<file path="src/hw/ssd_pkg.sv">
// Constants shared by the subtract, swap and skip datapath.
package ssd_pkg;
  // ---------------------------------------------------------------
  // Operation codes presented by the instruction decoder
  // ---------------------------------------------------------------
  localparam logic [2:0] OP_NONE = 3'h0;
  localparam logic [2:0] OP_SKIP_IF_BIT_SET = 3'h1;
  localparam logic [2:0] OP_SUB_MEM = 3'h2;
  localparam logic [2:0] OP_MINUS_INTO_MEMORY = 3'h3;
  localparam logic [2:0] OP_SUB_IMM = 3'h4;
  localparam logic [2:0] OP_NIBBLE_EXCHANGE = 3'h5;
  localparam logic [2:0] OP_NIBBLE_EXCHANGE_TO_WORKING = 3'h6;
  // ---------------------------------------------------------------
  // Register byte offsets
  // ---------------------------------------------------------------
  localparam logic [11:0] REG_WORKING = 12'h000;
  localparam logic [11:0] REG_FLAGS = 12'h004;
  localparam logic [11:0] REG_STATE = 12'h008;
  // ---------------------------------------------------------------
  // Flag and state bit positions and reset values
  // ---------------------------------------------------------------
  localparam int FLAG_CARRY = 0;
  localparam int FLAG_HALF_CARRY = 1;
  localparam int FLAG_ZERO = 2;
  localparam int FLAG_SIGNED_WRAP = 3;
  localparam int STATE_BUSY = 0;
  localparam int STATE_LAST_SKIP = 1;
  localparam logic [7:0] WORKING_RESET = 8'h00;
  localparam logic [3:0] FLAGS_RESET = 4'h0;
  // ---------------------------------------------------------------
  // Sequencer states
  // ---------------------------------------------------------------
  typedef enum logic {ST_EXEC, ST_DUMMY} ssd_state_t;
endpackage
</file>
<file path="src/hw/ssd_datapath.sv">
// Subtract, nibble exchange and bit-test skip datapath with an APB register port.
//
// What this block does
// [RL1] A bit-test skip discards the next instruction when the selected bit is one, else runs it.
// [RL2] A taken skip inserts one dummy cycle, so the skip lasts two instruction cycles.
// [RL3] Subtract from memory puts working register minus memory byte into the working register.
// [RL4] Every subtract clears carry when the difference is negative and sets it otherwise.
// [RL5] Minus into memory stores working register minus memory byte back into that byte.
// [RL6] Immediate subtract takes the constant from the instruction and updates the working register.
// [RL7] Nibble exchange swaps the two halves of the memory byte in place and keeps all flags.
// [RL8] Nibble exchange to working loads the swapped byte into the working register only.
// [RL9] Every subtract also updates zero and signed wrap from the 8-bit result, and half carry from the low-nibble borrow.
// [RL10] The skip takes a 3-bit bit selector and leaves every flag unchanged.
`timescale 1ns/1ps
`default_nettype none
module ssd_datapath (
  input wire logic i_clk,
  input wire logic i_rstn,
  input wire logic i_op_valid,
  input wire logic [2:0] i_op,
  input wire logic [2:0] i_bit_sel,
  input wire logic [7:0] i_imm,
  input wire logic [7:0] i_mem_rdata,
  output logic o_op_ready,
  output logic o_skip,
  output logic o_mem_wr,
  output logic [7:0] o_mem_wdata,
  output logic [7:0] o_working_register,
  output logic [3:0] o_flags,
  input wire logic i_psel,
  input wire logic i_penable,
  input wire logic i_pwrite,
  input wire logic [11:0] i_paddr,
  input wire logic [31:0] i_pwdata,
  output logic [31:0] o_prdata,
  output logic o_pready,
  output logic o_pslverr
);
  // ---------------------------------------------------------------
  // Decode and arithmetic
  // ---------------------------------------------------------------
  ssd_pkg::ssd_state_t state_q;
  logic [7:0] working_q;
  logic [3:0] flags_q;
  logic accept;
  logic is_sub;
  logic bit_set;
  logic [7:0] operand;
  logic [8:0] diff;
  logic [4:0] half_diff;
  logic [7:0] sub_res;
  logic [7:0] swapped;
  logic [3:0] sub_flags;
  logic apb_wr;
  logic apb_rd_req;
  logic addr_ok;

  assign accept = i_op_valid && (state_q == ssd_pkg::ST_EXEC);
  assign is_sub = (i_op == ssd_pkg::OP_SUB_MEM) || (i_op == ssd_pkg::OP_MINUS_INTO_MEMORY)
      || (i_op == ssd_pkg::OP_SUB_IMM);
  // [RL10] 3-bit bit selector.
  assign bit_set = i_mem_rdata[i_bit_sel];
  // [RL6] Immediate operand select.
  assign operand = (i_op == ssd_pkg::OP_SUB_IMM) ? i_imm : i_mem_rdata;
  assign diff = {1'b0, working_q} - {1'b0, operand};
  assign half_diff = {1'b0, working_q[3:0]} - {1'b0, operand[3:0]};
  assign sub_res = diff[7:0];
  // [RL7] Nibble halves exchanged.
  assign swapped = {i_mem_rdata[3:0], i_mem_rdata[7:4]};

  always_comb begin
    sub_flags = 4'h0;
    // [RL4] Carry means no borrow.
    sub_flags[ssd_pkg::FLAG_CARRY] = ~diff[8];
    // [RL9] Remaining subtract flags.
    sub_flags[ssd_pkg::FLAG_HALF_CARRY] = ~half_diff[4];
    sub_flags[ssd_pkg::FLAG_ZERO] = (sub_res == 8'h00);
    sub_flags[ssd_pkg::FLAG_SIGNED_WRAP] = (working_q[7] ^ operand[7])
        & (working_q[7] ^ sub_res[7]);
  end

  // ---------------------------------------------------------------
  // Skip sequencer
  // ---------------------------------------------------------------
  // [RL2] Dummy cycle after a taken skip.
  always_ff @(posedge i_clk or negedge i_rstn) begin
    if (!i_rstn) begin
      state_q <= ssd_pkg::ST_EXEC;
    end else begin
      case (state_q)
        ssd_pkg::ST_EXEC: begin
          if (accept && (i_op == ssd_pkg::OP_SKIP_IF_BIT_SET) && bit_set) begin
            state_q <= ssd_pkg::ST_DUMMY;
          end
        end
        ssd_pkg::ST_DUMMY: begin
          state_q <= ssd_pkg::ST_EXEC;
        end
        default: begin
          state_q <= ssd_pkg::ST_EXEC;
        end
      endcase
    end
  end

  // [RL1] Discard strobe for a set bit.
  always_ff @(posedge i_clk or negedge i_rstn) begin
    if (!i_rstn) begin
      o_skip <= 1'b0;
      o_op_ready <= 1'b0;
    end else begin
      o_skip <= accept && (i_op == ssd_pkg::OP_SKIP_IF_BIT_SET) && bit_set;
      o_op_ready <= !(accept && (i_op == ssd_pkg::OP_SKIP_IF_BIT_SET) && bit_set);
    end
  end

  // ---------------------------------------------------------------
  // Memory write-back
  // ---------------------------------------------------------------
  always_ff @(posedge i_clk or negedge i_rstn) begin
    if (!i_rstn) begin
      o_mem_wr <= 1'b0;
      o_mem_wdata <= 8'h00;
    end else begin
      o_mem_wr <= 1'b0;
      if (accept && (i_op == ssd_pkg::OP_MINUS_INTO_MEMORY)) begin
        // [RL5] Difference into memory.
        o_mem_wr <= 1'b1;
        o_mem_wdata <= sub_res;
      end else if (accept && (i_op == ssd_pkg::OP_NIBBLE_EXCHANGE)) begin
        // [RL7] Swap in place.
        o_mem_wr <= 1'b1;
        o_mem_wdata <= swapped;
      end
    end
  end

  // ---------------------------------------------------------------
  // Working register and flags
  // ---------------------------------------------------------------
  assign apb_wr = i_psel && i_penable && o_pready && i_pwrite && !o_pslverr;

  always_ff @(posedge i_clk or negedge i_rstn) begin
    if (!i_rstn) begin
      working_q <= ssd_pkg::WORKING_RESET;
    end else if (accept && ((i_op == ssd_pkg::OP_SUB_MEM) || (i_op == ssd_pkg::OP_SUB_IMM))) begin
      // [RL3] Difference into working register.
      working_q <= sub_res;
    end else if (accept && (i_op == ssd_pkg::OP_NIBBLE_EXCHANGE_TO_WORKING)) begin
      // [RL8] Swapped byte into working register.
      working_q <= swapped;
    end else if (apb_wr && (i_paddr == ssd_pkg::REG_WORKING)) begin
      working_q <= i_pwdata[7:0];
    end
  end

  always_ff @(posedge i_clk or negedge i_rstn) begin
    if (!i_rstn) begin
      flags_q <= ssd_pkg::FLAGS_RESET;
    end else if (accept && is_sub) begin
      // [RL4] Subtract flag update.
      flags_q <= sub_flags;
    end else if (apb_wr && (i_paddr == ssd_pkg::REG_FLAGS)) begin
      flags_q <= i_pwdata[3:0];
    end
  end

  assign o_working_register = working_q;
  assign o_flags = flags_q;

  // ---------------------------------------------------------------
  // APB slave, one wait state
  // ---------------------------------------------------------------
  logic last_skip_q;

  always_ff @(posedge i_clk or negedge i_rstn) begin
    if (!i_rstn) begin
      last_skip_q <= 1'b0;
    end else if (accept && (i_op == ssd_pkg::OP_SKIP_IF_BIT_SET)) begin
      last_skip_q <= bit_set;
    end
  end

  assign apb_rd_req = i_psel && i_penable && !o_pready;
  assign addr_ok = (i_paddr == ssd_pkg::REG_WORKING) || (i_paddr == ssd_pkg::REG_FLAGS)
      || (i_paddr == ssd_pkg::REG_STATE);

  always_ff @(posedge i_clk or negedge i_rstn) begin
    if (!i_rstn) begin
      o_pready <= 1'b0;
      o_pslverr <= 1'b0;
      o_prdata <= 32'h0000_0000;
    end else begin
      o_pready <= apb_rd_req;
      o_pslverr <= apb_rd_req && !addr_ok;
      o_prdata <= 32'h0000_0000;
      if (apb_rd_req && !i_pwrite) begin
        case (i_paddr)
          ssd_pkg::REG_WORKING: o_prdata <= {24'h00_0000, working_q};
          ssd_pkg::REG_FLAGS: o_prdata <= {28'h000_0000, flags_q};
          ssd_pkg::REG_STATE: begin
            o_prdata[ssd_pkg::STATE_BUSY] <= (state_q == ssd_pkg::ST_DUMMY);
            o_prdata[ssd_pkg::STATE_LAST_SKIP] <= last_skip_q;
          end
          default: o_prdata <= 32'h0000_0000;
        endcase
      end
    end
  end

  // ---------------------------------------------------------------
  // Assertions
  // ---------------------------------------------------------------
  logic flags_wr_hit;
  logic sub_go;
  logic skip_go;

  assign flags_wr_hit = apb_wr && (i_paddr == ssd_pkg::REG_FLAGS);
  assign sub_go = accept && is_sub;
  assign skip_go = accept && (i_op == ssd_pkg::OP_SKIP_IF_BIT_SET);
endmodule
`default_nettype wire

</file>
<file path="config.mk">
export PLATFORM = sky130hd
export DESIGN_NAME = ssd_datapath
export DESIGN_NICKNAME = d
export VERILOG_FILES = /design/src/hw/ssd_pkg.sv /design/src/hw/ssd_datapath.sv
export SDC_FILE = /design/constraint.sdc
export NUM_CORES = 1
export LEC_CHECK = 0
export BUFFER_PORTS_ARGS = -buffer_cell sky130_fd_sc_hd__buf_2
export CORE_ASPECT_RATIO = 0.8
export CORE_MARGIN = 1
export CORE_UTILIZATION = 25
export CTS_CLUSTER_SIZE = 30
export DETAILED_ROUTE_END_ITERATION = 6
export PLACE_DENSITY = 0.49
export RECOVER_POWER = 50
export SLEW_MARGIN = 25
export SYNTH_ARGS = -nofsm -noshare
export SYNTH_HDL_FRONTEND = slang
export SYNTH_SLANG_ARGS = --single-unit
</file>
<file path="constraint.sdc">
create_clock -name i_clk -period 3 [get_ports i_clk]
set_input_delay 0.45 -clock i_clk [delete_from_list [all_inputs] [get_ports i_clk]]
set_output_delay 0.45 -clock i_clk [all_outputs]
set_load 0.03 [all_outputs]
</file>
# After elaboration in Yosys (flattened, before gate mapping)
# Index checks and enable logic that the tools add are counted.
[totals] reg_bits=59 inputBits=72 out_inout_bits=57 elab_cells=77
[classes] addsub=2 order_cmp=1 n_eq_ne=8 mux=17 bitwise=6 n_reduce_logical=32
[op_table] operator="two-way mux 8 bit" count=6
[op_table] operator="two-way mux 32 bit" count=1
[op_table] operator="logical AND 1 bit" count=17
[op_table] operator="== test 12 x 3 -> 1 bit, second input constant" count=1
[op_table] operator="== test 12 x 4 -> 1 bit, second input constant" count=1
[op_table] operator="logical NOT 12 bit" count=1
[op_table] operator="case mux 6 bit (2 select lines)" count=1
[op_table] operator="== test 3 bit, second input constant" count=3
[op_table] operator="subtractor 8 x 8 -> 9 bit" count=1
[op_table] operator="logical NOT 8 bit" count=1
[op_table] operator="two-way mux 4 bit" count=2
[op_table] operator="== test 3 x 2 -> 1 bit, second input constant" count=2
[op_table] operator="case mux 2 bit (3 select lines)" count=1
[op_table] operator="logical NOT 1 bit" count=5
[op_table] operator="logical OR 1 bit" count=5
[op_table] operator="subtractor 4 x 4 -> 5 bit" count=1
[op_table] operator="< comparator 3 x 4 -> 1 bit, second input constant" count=1
[op_table] operator="two-way mux 1 bit" count=4
[op_table] operator="nonzero test 2 bit" count=2
[op_table] operator="binary-select mux 1 bit (select 3 bit)" count=1
[op_table] operator="== test 3 x 1 -> 1 bit, second input constant" count=1
[op_table] operator="inverter 1 bit" count=3
[op_table] operator="nonzero test 3 bit" count=1
[op_table] operator="case mux 1 bit (2 select lines)" count=1
[op_table] operator="other kinds (2)" count=3

# Longest topological paths before layout
[depth] depth_word=8 depth_mapped=10 mapped_depth_nobuf=9

# Worst setup path after synthesis
# No wires, ideal clock.
[synth_path] path_type="input -> register" startpoint="in i_op[0]" endpoint="reg flags_q[2], in the netlist o_flags[2]" setup_time_ns=0.092 t_arrival_ns=2.677 required_time_ns=2.908 setup_slack_ns=0.231 cell_stages=10 n_path_buf=1 path_cell_list="nor3b_2 > buf_6 > mux2_2 > inv_1 > ha_1 > and2b_2 > o21ai_0 > or3b_2 > a221o_1 > o31ai_2"
[synth_via] elab_chain_len=5 elab_cells_between_ends=11 classes_between="1 x add/sub; 3 x eq/ne; 2 x mux; 5 x reduce/logical"
[synth_rtl] item="from (decl)" line_no="ssd_datapath.sv:20" rtl="input wire logic [2:0] i_op,"
[synth_rtl] item="== test 3 bit / == test 3 x 2 -> 1 bit (equally long branches)" line_no="ssd_datapath.sv:60, ssd_datapath.sv:64, ssd_datapath.sv:59"
[synth_rtl] item="two-way mux 8 bit / logical OR 1 bit (equally long branches)" line_no="ssd_datapath.sv:64, ssd_datapath.sv:59"
[synth_rtl] item="subtractor 8 x 8 -> 9 bit / logical OR 1 bit (equally long branches)" line_no="ssd_datapath.sv:65, ssd_datapath.sv:60"
[synth_rtl] item="logical NOT 8 bit / logical AND 1 bit (equally long branches)"
[synth_rtl] item="two-way mux 4 bit / nonzero test 2 bit (equally long branches)"
[synth_rtl] item="to (signal assigned)" line_no="ssd_datapath.sv:159" rtl="flags_q <= ssd_pkg::FLAGS_RESET;"
[synth_rtl] item="to (signal assigned)" line_no="ssd_datapath.sv:162" rtl="flags_q <= sub_flags;"
[synth_rtl] item="to (signal assigned)" line_no="ssd_datapath.sv:164" rtl="flags_q <= i_pwdata[3:0];"
[synth_rtl] item="to (decl)" line_no="ssd_datapath.sv:44" rtl="logic [3:0] flags_q;"
# Parallel ways exist; a longest one is shown, timed or not.
# A chain may end at the register's enable or synchronous reset.

# Final worst setup path
# Ends and elaborated chain as after synthesis.

==> metrics.md <==
| Metric | Value |
|---|---|
| Gp weighted congestion | 0.825 |
| Hold crit path type | input pin to register |
| Mean Syn Cell Area | 8.73 sq um |
| Layout cells sized above 1 | 0.313 |
| # rows | 33 |
| Relative slew slack | -0.315 |
| Clock-pin slew on the worst setup and hold paths | 0.06 ns |
| Worst-path fanout max | 5 |
| Gr usage total | 0.147 |
| Total of max-cap violations | 1 |
| Asr flop ratio synth | 1.00 |
| Yosys warns | 0 |
| Setup TNS | 0 ns |
| Post-Route WL | 7960 microns |
| Main synth FF type | dfrtp_1 |
| Global route overflow | 0 |
| Setup bufs post-CTS | 0 |
| P per Cell Area | 617 mW/mm^2 |
| Post-layout minimum cycle time | 2.68 ns |
| Clock Tree Root | clkbuf_16 |
| Max layer used | met4 |
| Post-synthesis cell type count | 62 |
| Failing checks | max-capacitance violations, max-slew violations |
| Max-slew violations | 36 |
| TritonCTS clock tree | done |
| Sequential Area | 876 sq um |
| PnR Total Power | 2080 uW |
| DRT met1 WL | 3870 microns |
| Critical path type | input pin to register |
| Diodes inserted | 0 |
| Global-route wire length before repair | 11900 microns |
| Clk Latency, worst-skew pair | 0.29 ns |
| Area growth, synth to finish | 27.6% |
| Vias per cell | 4.54 |
| Wire length per cell | 14.8 microns |
| Tcrit/Tclk final | 0.892 |
| RSZ-0062 raised after global routing | no |
| WL met2 | 3680 microns |
| Commonest non-fill, non-tap cell in the layout | buf_2 |
| Starting Density | 0.257 |
| Max VDD drop | 222 uV |
| Sequential-to-total area share from yosys stat | 0.331 |
| CP Capture Type | register |
| Synthesized flop and latch total | 35 |
| Post-synth EDFFs | 0 |
| First-pass DRT Iterations | 4 |
| Mapped Area | 0.00265 sq mm |
| CTS buffer count | 5 |
| Die Height | 94 microns |
| Leakage | 0.00163 uW |
| Final setup fails | 0 |
| Vias in the first global route | 2261 |
| Hold Worst Slack | 0.453 ns |
| Routed length on met3 | 336 microns |
| Cells after synthesis | 303 |
| Routed Antenna Nets | 0 |
| Port bufs | 80 |
| Die area | 0.0110 sq mm |
| Depth of the CTS H-tree | 2 |
| Worst EP arrival | 2.87 ns |
| Io pins | 129 |
| DR vias | 2432 |
| Initial DRC Count | 136 |
| Clock Path Buffers | 2 |
| Final hold violation count | 0 |
| Final nets | 476 |
| Outcome | finished with violations |
| DRC | 0 |
| Largest net degree at the start of global routing | 36 |
| Most frequent cells in the layout | buf_2 (68), dfrtp_1 (35), nor2_1 (31) |
| Worst path required time | 3.19 ns |
| Startpoint Class | input pin |
| Max frequency | 374 MHz |
| Clk_skew | 0.00719 ns |
| Area of the multi-input gates | 0.00157 sq mm |
| Core ar. | 0.0103 sq mm |
| Hold-fix buffers at CTS | 0 |
| Worst-margin pin slew | 1.97 ns |
| HPWL after detailed placement | 6310 microns |
| CTS sink cnt | 35 |
| # fillers | 1092 |
| Post_cts resized | 0 |
| Initial antenna violation count | 0 |
| Die Width | 117 microns |
[power by group]
part	switching, uW	total [uW]	leakage (uW)	internal, uW
Clock	207	684	0.0000911	477
Sequential	69.3	605	0.000443	536
Combinational	482	793	0.00109	311
Total	759	2080	0.00163	1320
[final timing paths]
check / slack, ns / cells after the start / endpoint / startpoint
hold reg to reg: 0.49 / 1 / o_pready$_DFF_PN0_ / o_pready$_DFF_PN0_
hold / removal: 0.45 / 3 / o_pready$_DFF_PN0_ / i_penable
min in group asynchronous: 0.71 / 1 / o_working_register[0]$_DFFE_PN0P_ / i_rstn
setup reg to reg: 0.66 / 8 / o_flags[2]$_DFFE_PN0P_ / o_working_register[0]$_DFFE_PN0P_
setup / recovery: 0.32 / 10 / o_flags[2]$_DFFE_PN0P_ / i_op[0]
max in group asynchronous: 1.15 / 1 / o_working_register[6]$_DFFE_PN0P_ / i_rstn
[state kept, by name, summed over array words and instances, names as in the netlist]
name and flops:
last_skip_q 1, o_flags 4, o_mem_wdata 8, o_mem_wr 1, o_op_ready 1, o_prdata 8
o_pready 1, o_pslverr 1, o_skip 1, o_working_register 8, state_q 1
[cell families after synthesis]
kind of cell | after synthesis | synth area share
AOI/OAI and AO/OA | 77 | 0.193
xor gates and xnor gates | 3 | 0.00994
adders and majority gates | 9 | 0.0454
buffers and inverters | 47 | 0.106
DFF | 35 | 0.331
muxes | 25 | 0.108
other | 1 | 0.00142
and+or+nand+nor | 106 | 0.205
[Yosys cell counts (all sizes together) (3+ instances only)]
cell / count / area, sq um
nor4: 3 / 25.0
ha: 8 / 100
a211oi: 3 / 22.5
o21a: 4 / 30.0
o31ai: 5 / 42.5
nand2: 27 / 101
nor3: 6 / 30.0
and3: 3 / 20.0
buf: 29 / 213
inv: 11 / 41.3
o21ai: 14 / 70.1
clkbuf: 7 / 27.5
xnor2: 3 / 26.3
nand3: 8 / 40.0
or2: 3 / 18.8
a21o: 3 / 25.0
nor3b: 3 / 27.5
mux2: 8 / 90.1
mux2i: 15 / 150
and2: 5 / 31.3
or3: 3 / 20.0
dfrtp: 35 / 876
nor2: 31 / 116
a21oi: 27 / 135
[critical path, cell delays in order]
cell and delay (ns):
buf_2 0.11, nor3b_2 0.16, buf_4 0.18, mux2_2 0.34, ha_1 0.22, fa_1 0.41
xnor2_1 0.16, or3_1 0.36, a221o_1 0.29, o31ai_2 0.18
[stage by stage]
stage	utilization	worst slack [ns]	instance area (sq um)	std cells
global route	0.328	0.178	3380	536
global placement	0.311	0.0553	3200	528
detailed placement	0.311	0.0273	3200	528
floorplan	-	0.231	2730	326
finish	0.328	0.325	3380	536
CTS	0.330	0.313	3390	536
[routing by layer]
layer / vias up / track usage
met1: 1140 / 0.188
met4: 0 / 0.0348
li1: 1226 / -
met2: 60 / 0.254
met5: - / 0
met3: 6 / 0.0265
[layout make-up]
| type | count | share of cell area |
|---|---|---|
| clock inverter | 2 | 0.0178 |
| clock buffer | 6 | 0.0382 |
| timing repair buffer | 98 | 0.154 |
| multi-input combinational | 244 | 0.466 |
| inverter | 11 | 0.0122 |
| tap | 140 | 0.0519 |
| sequential | 35 | 0.259 |
(Power assumes the default switching activity.)
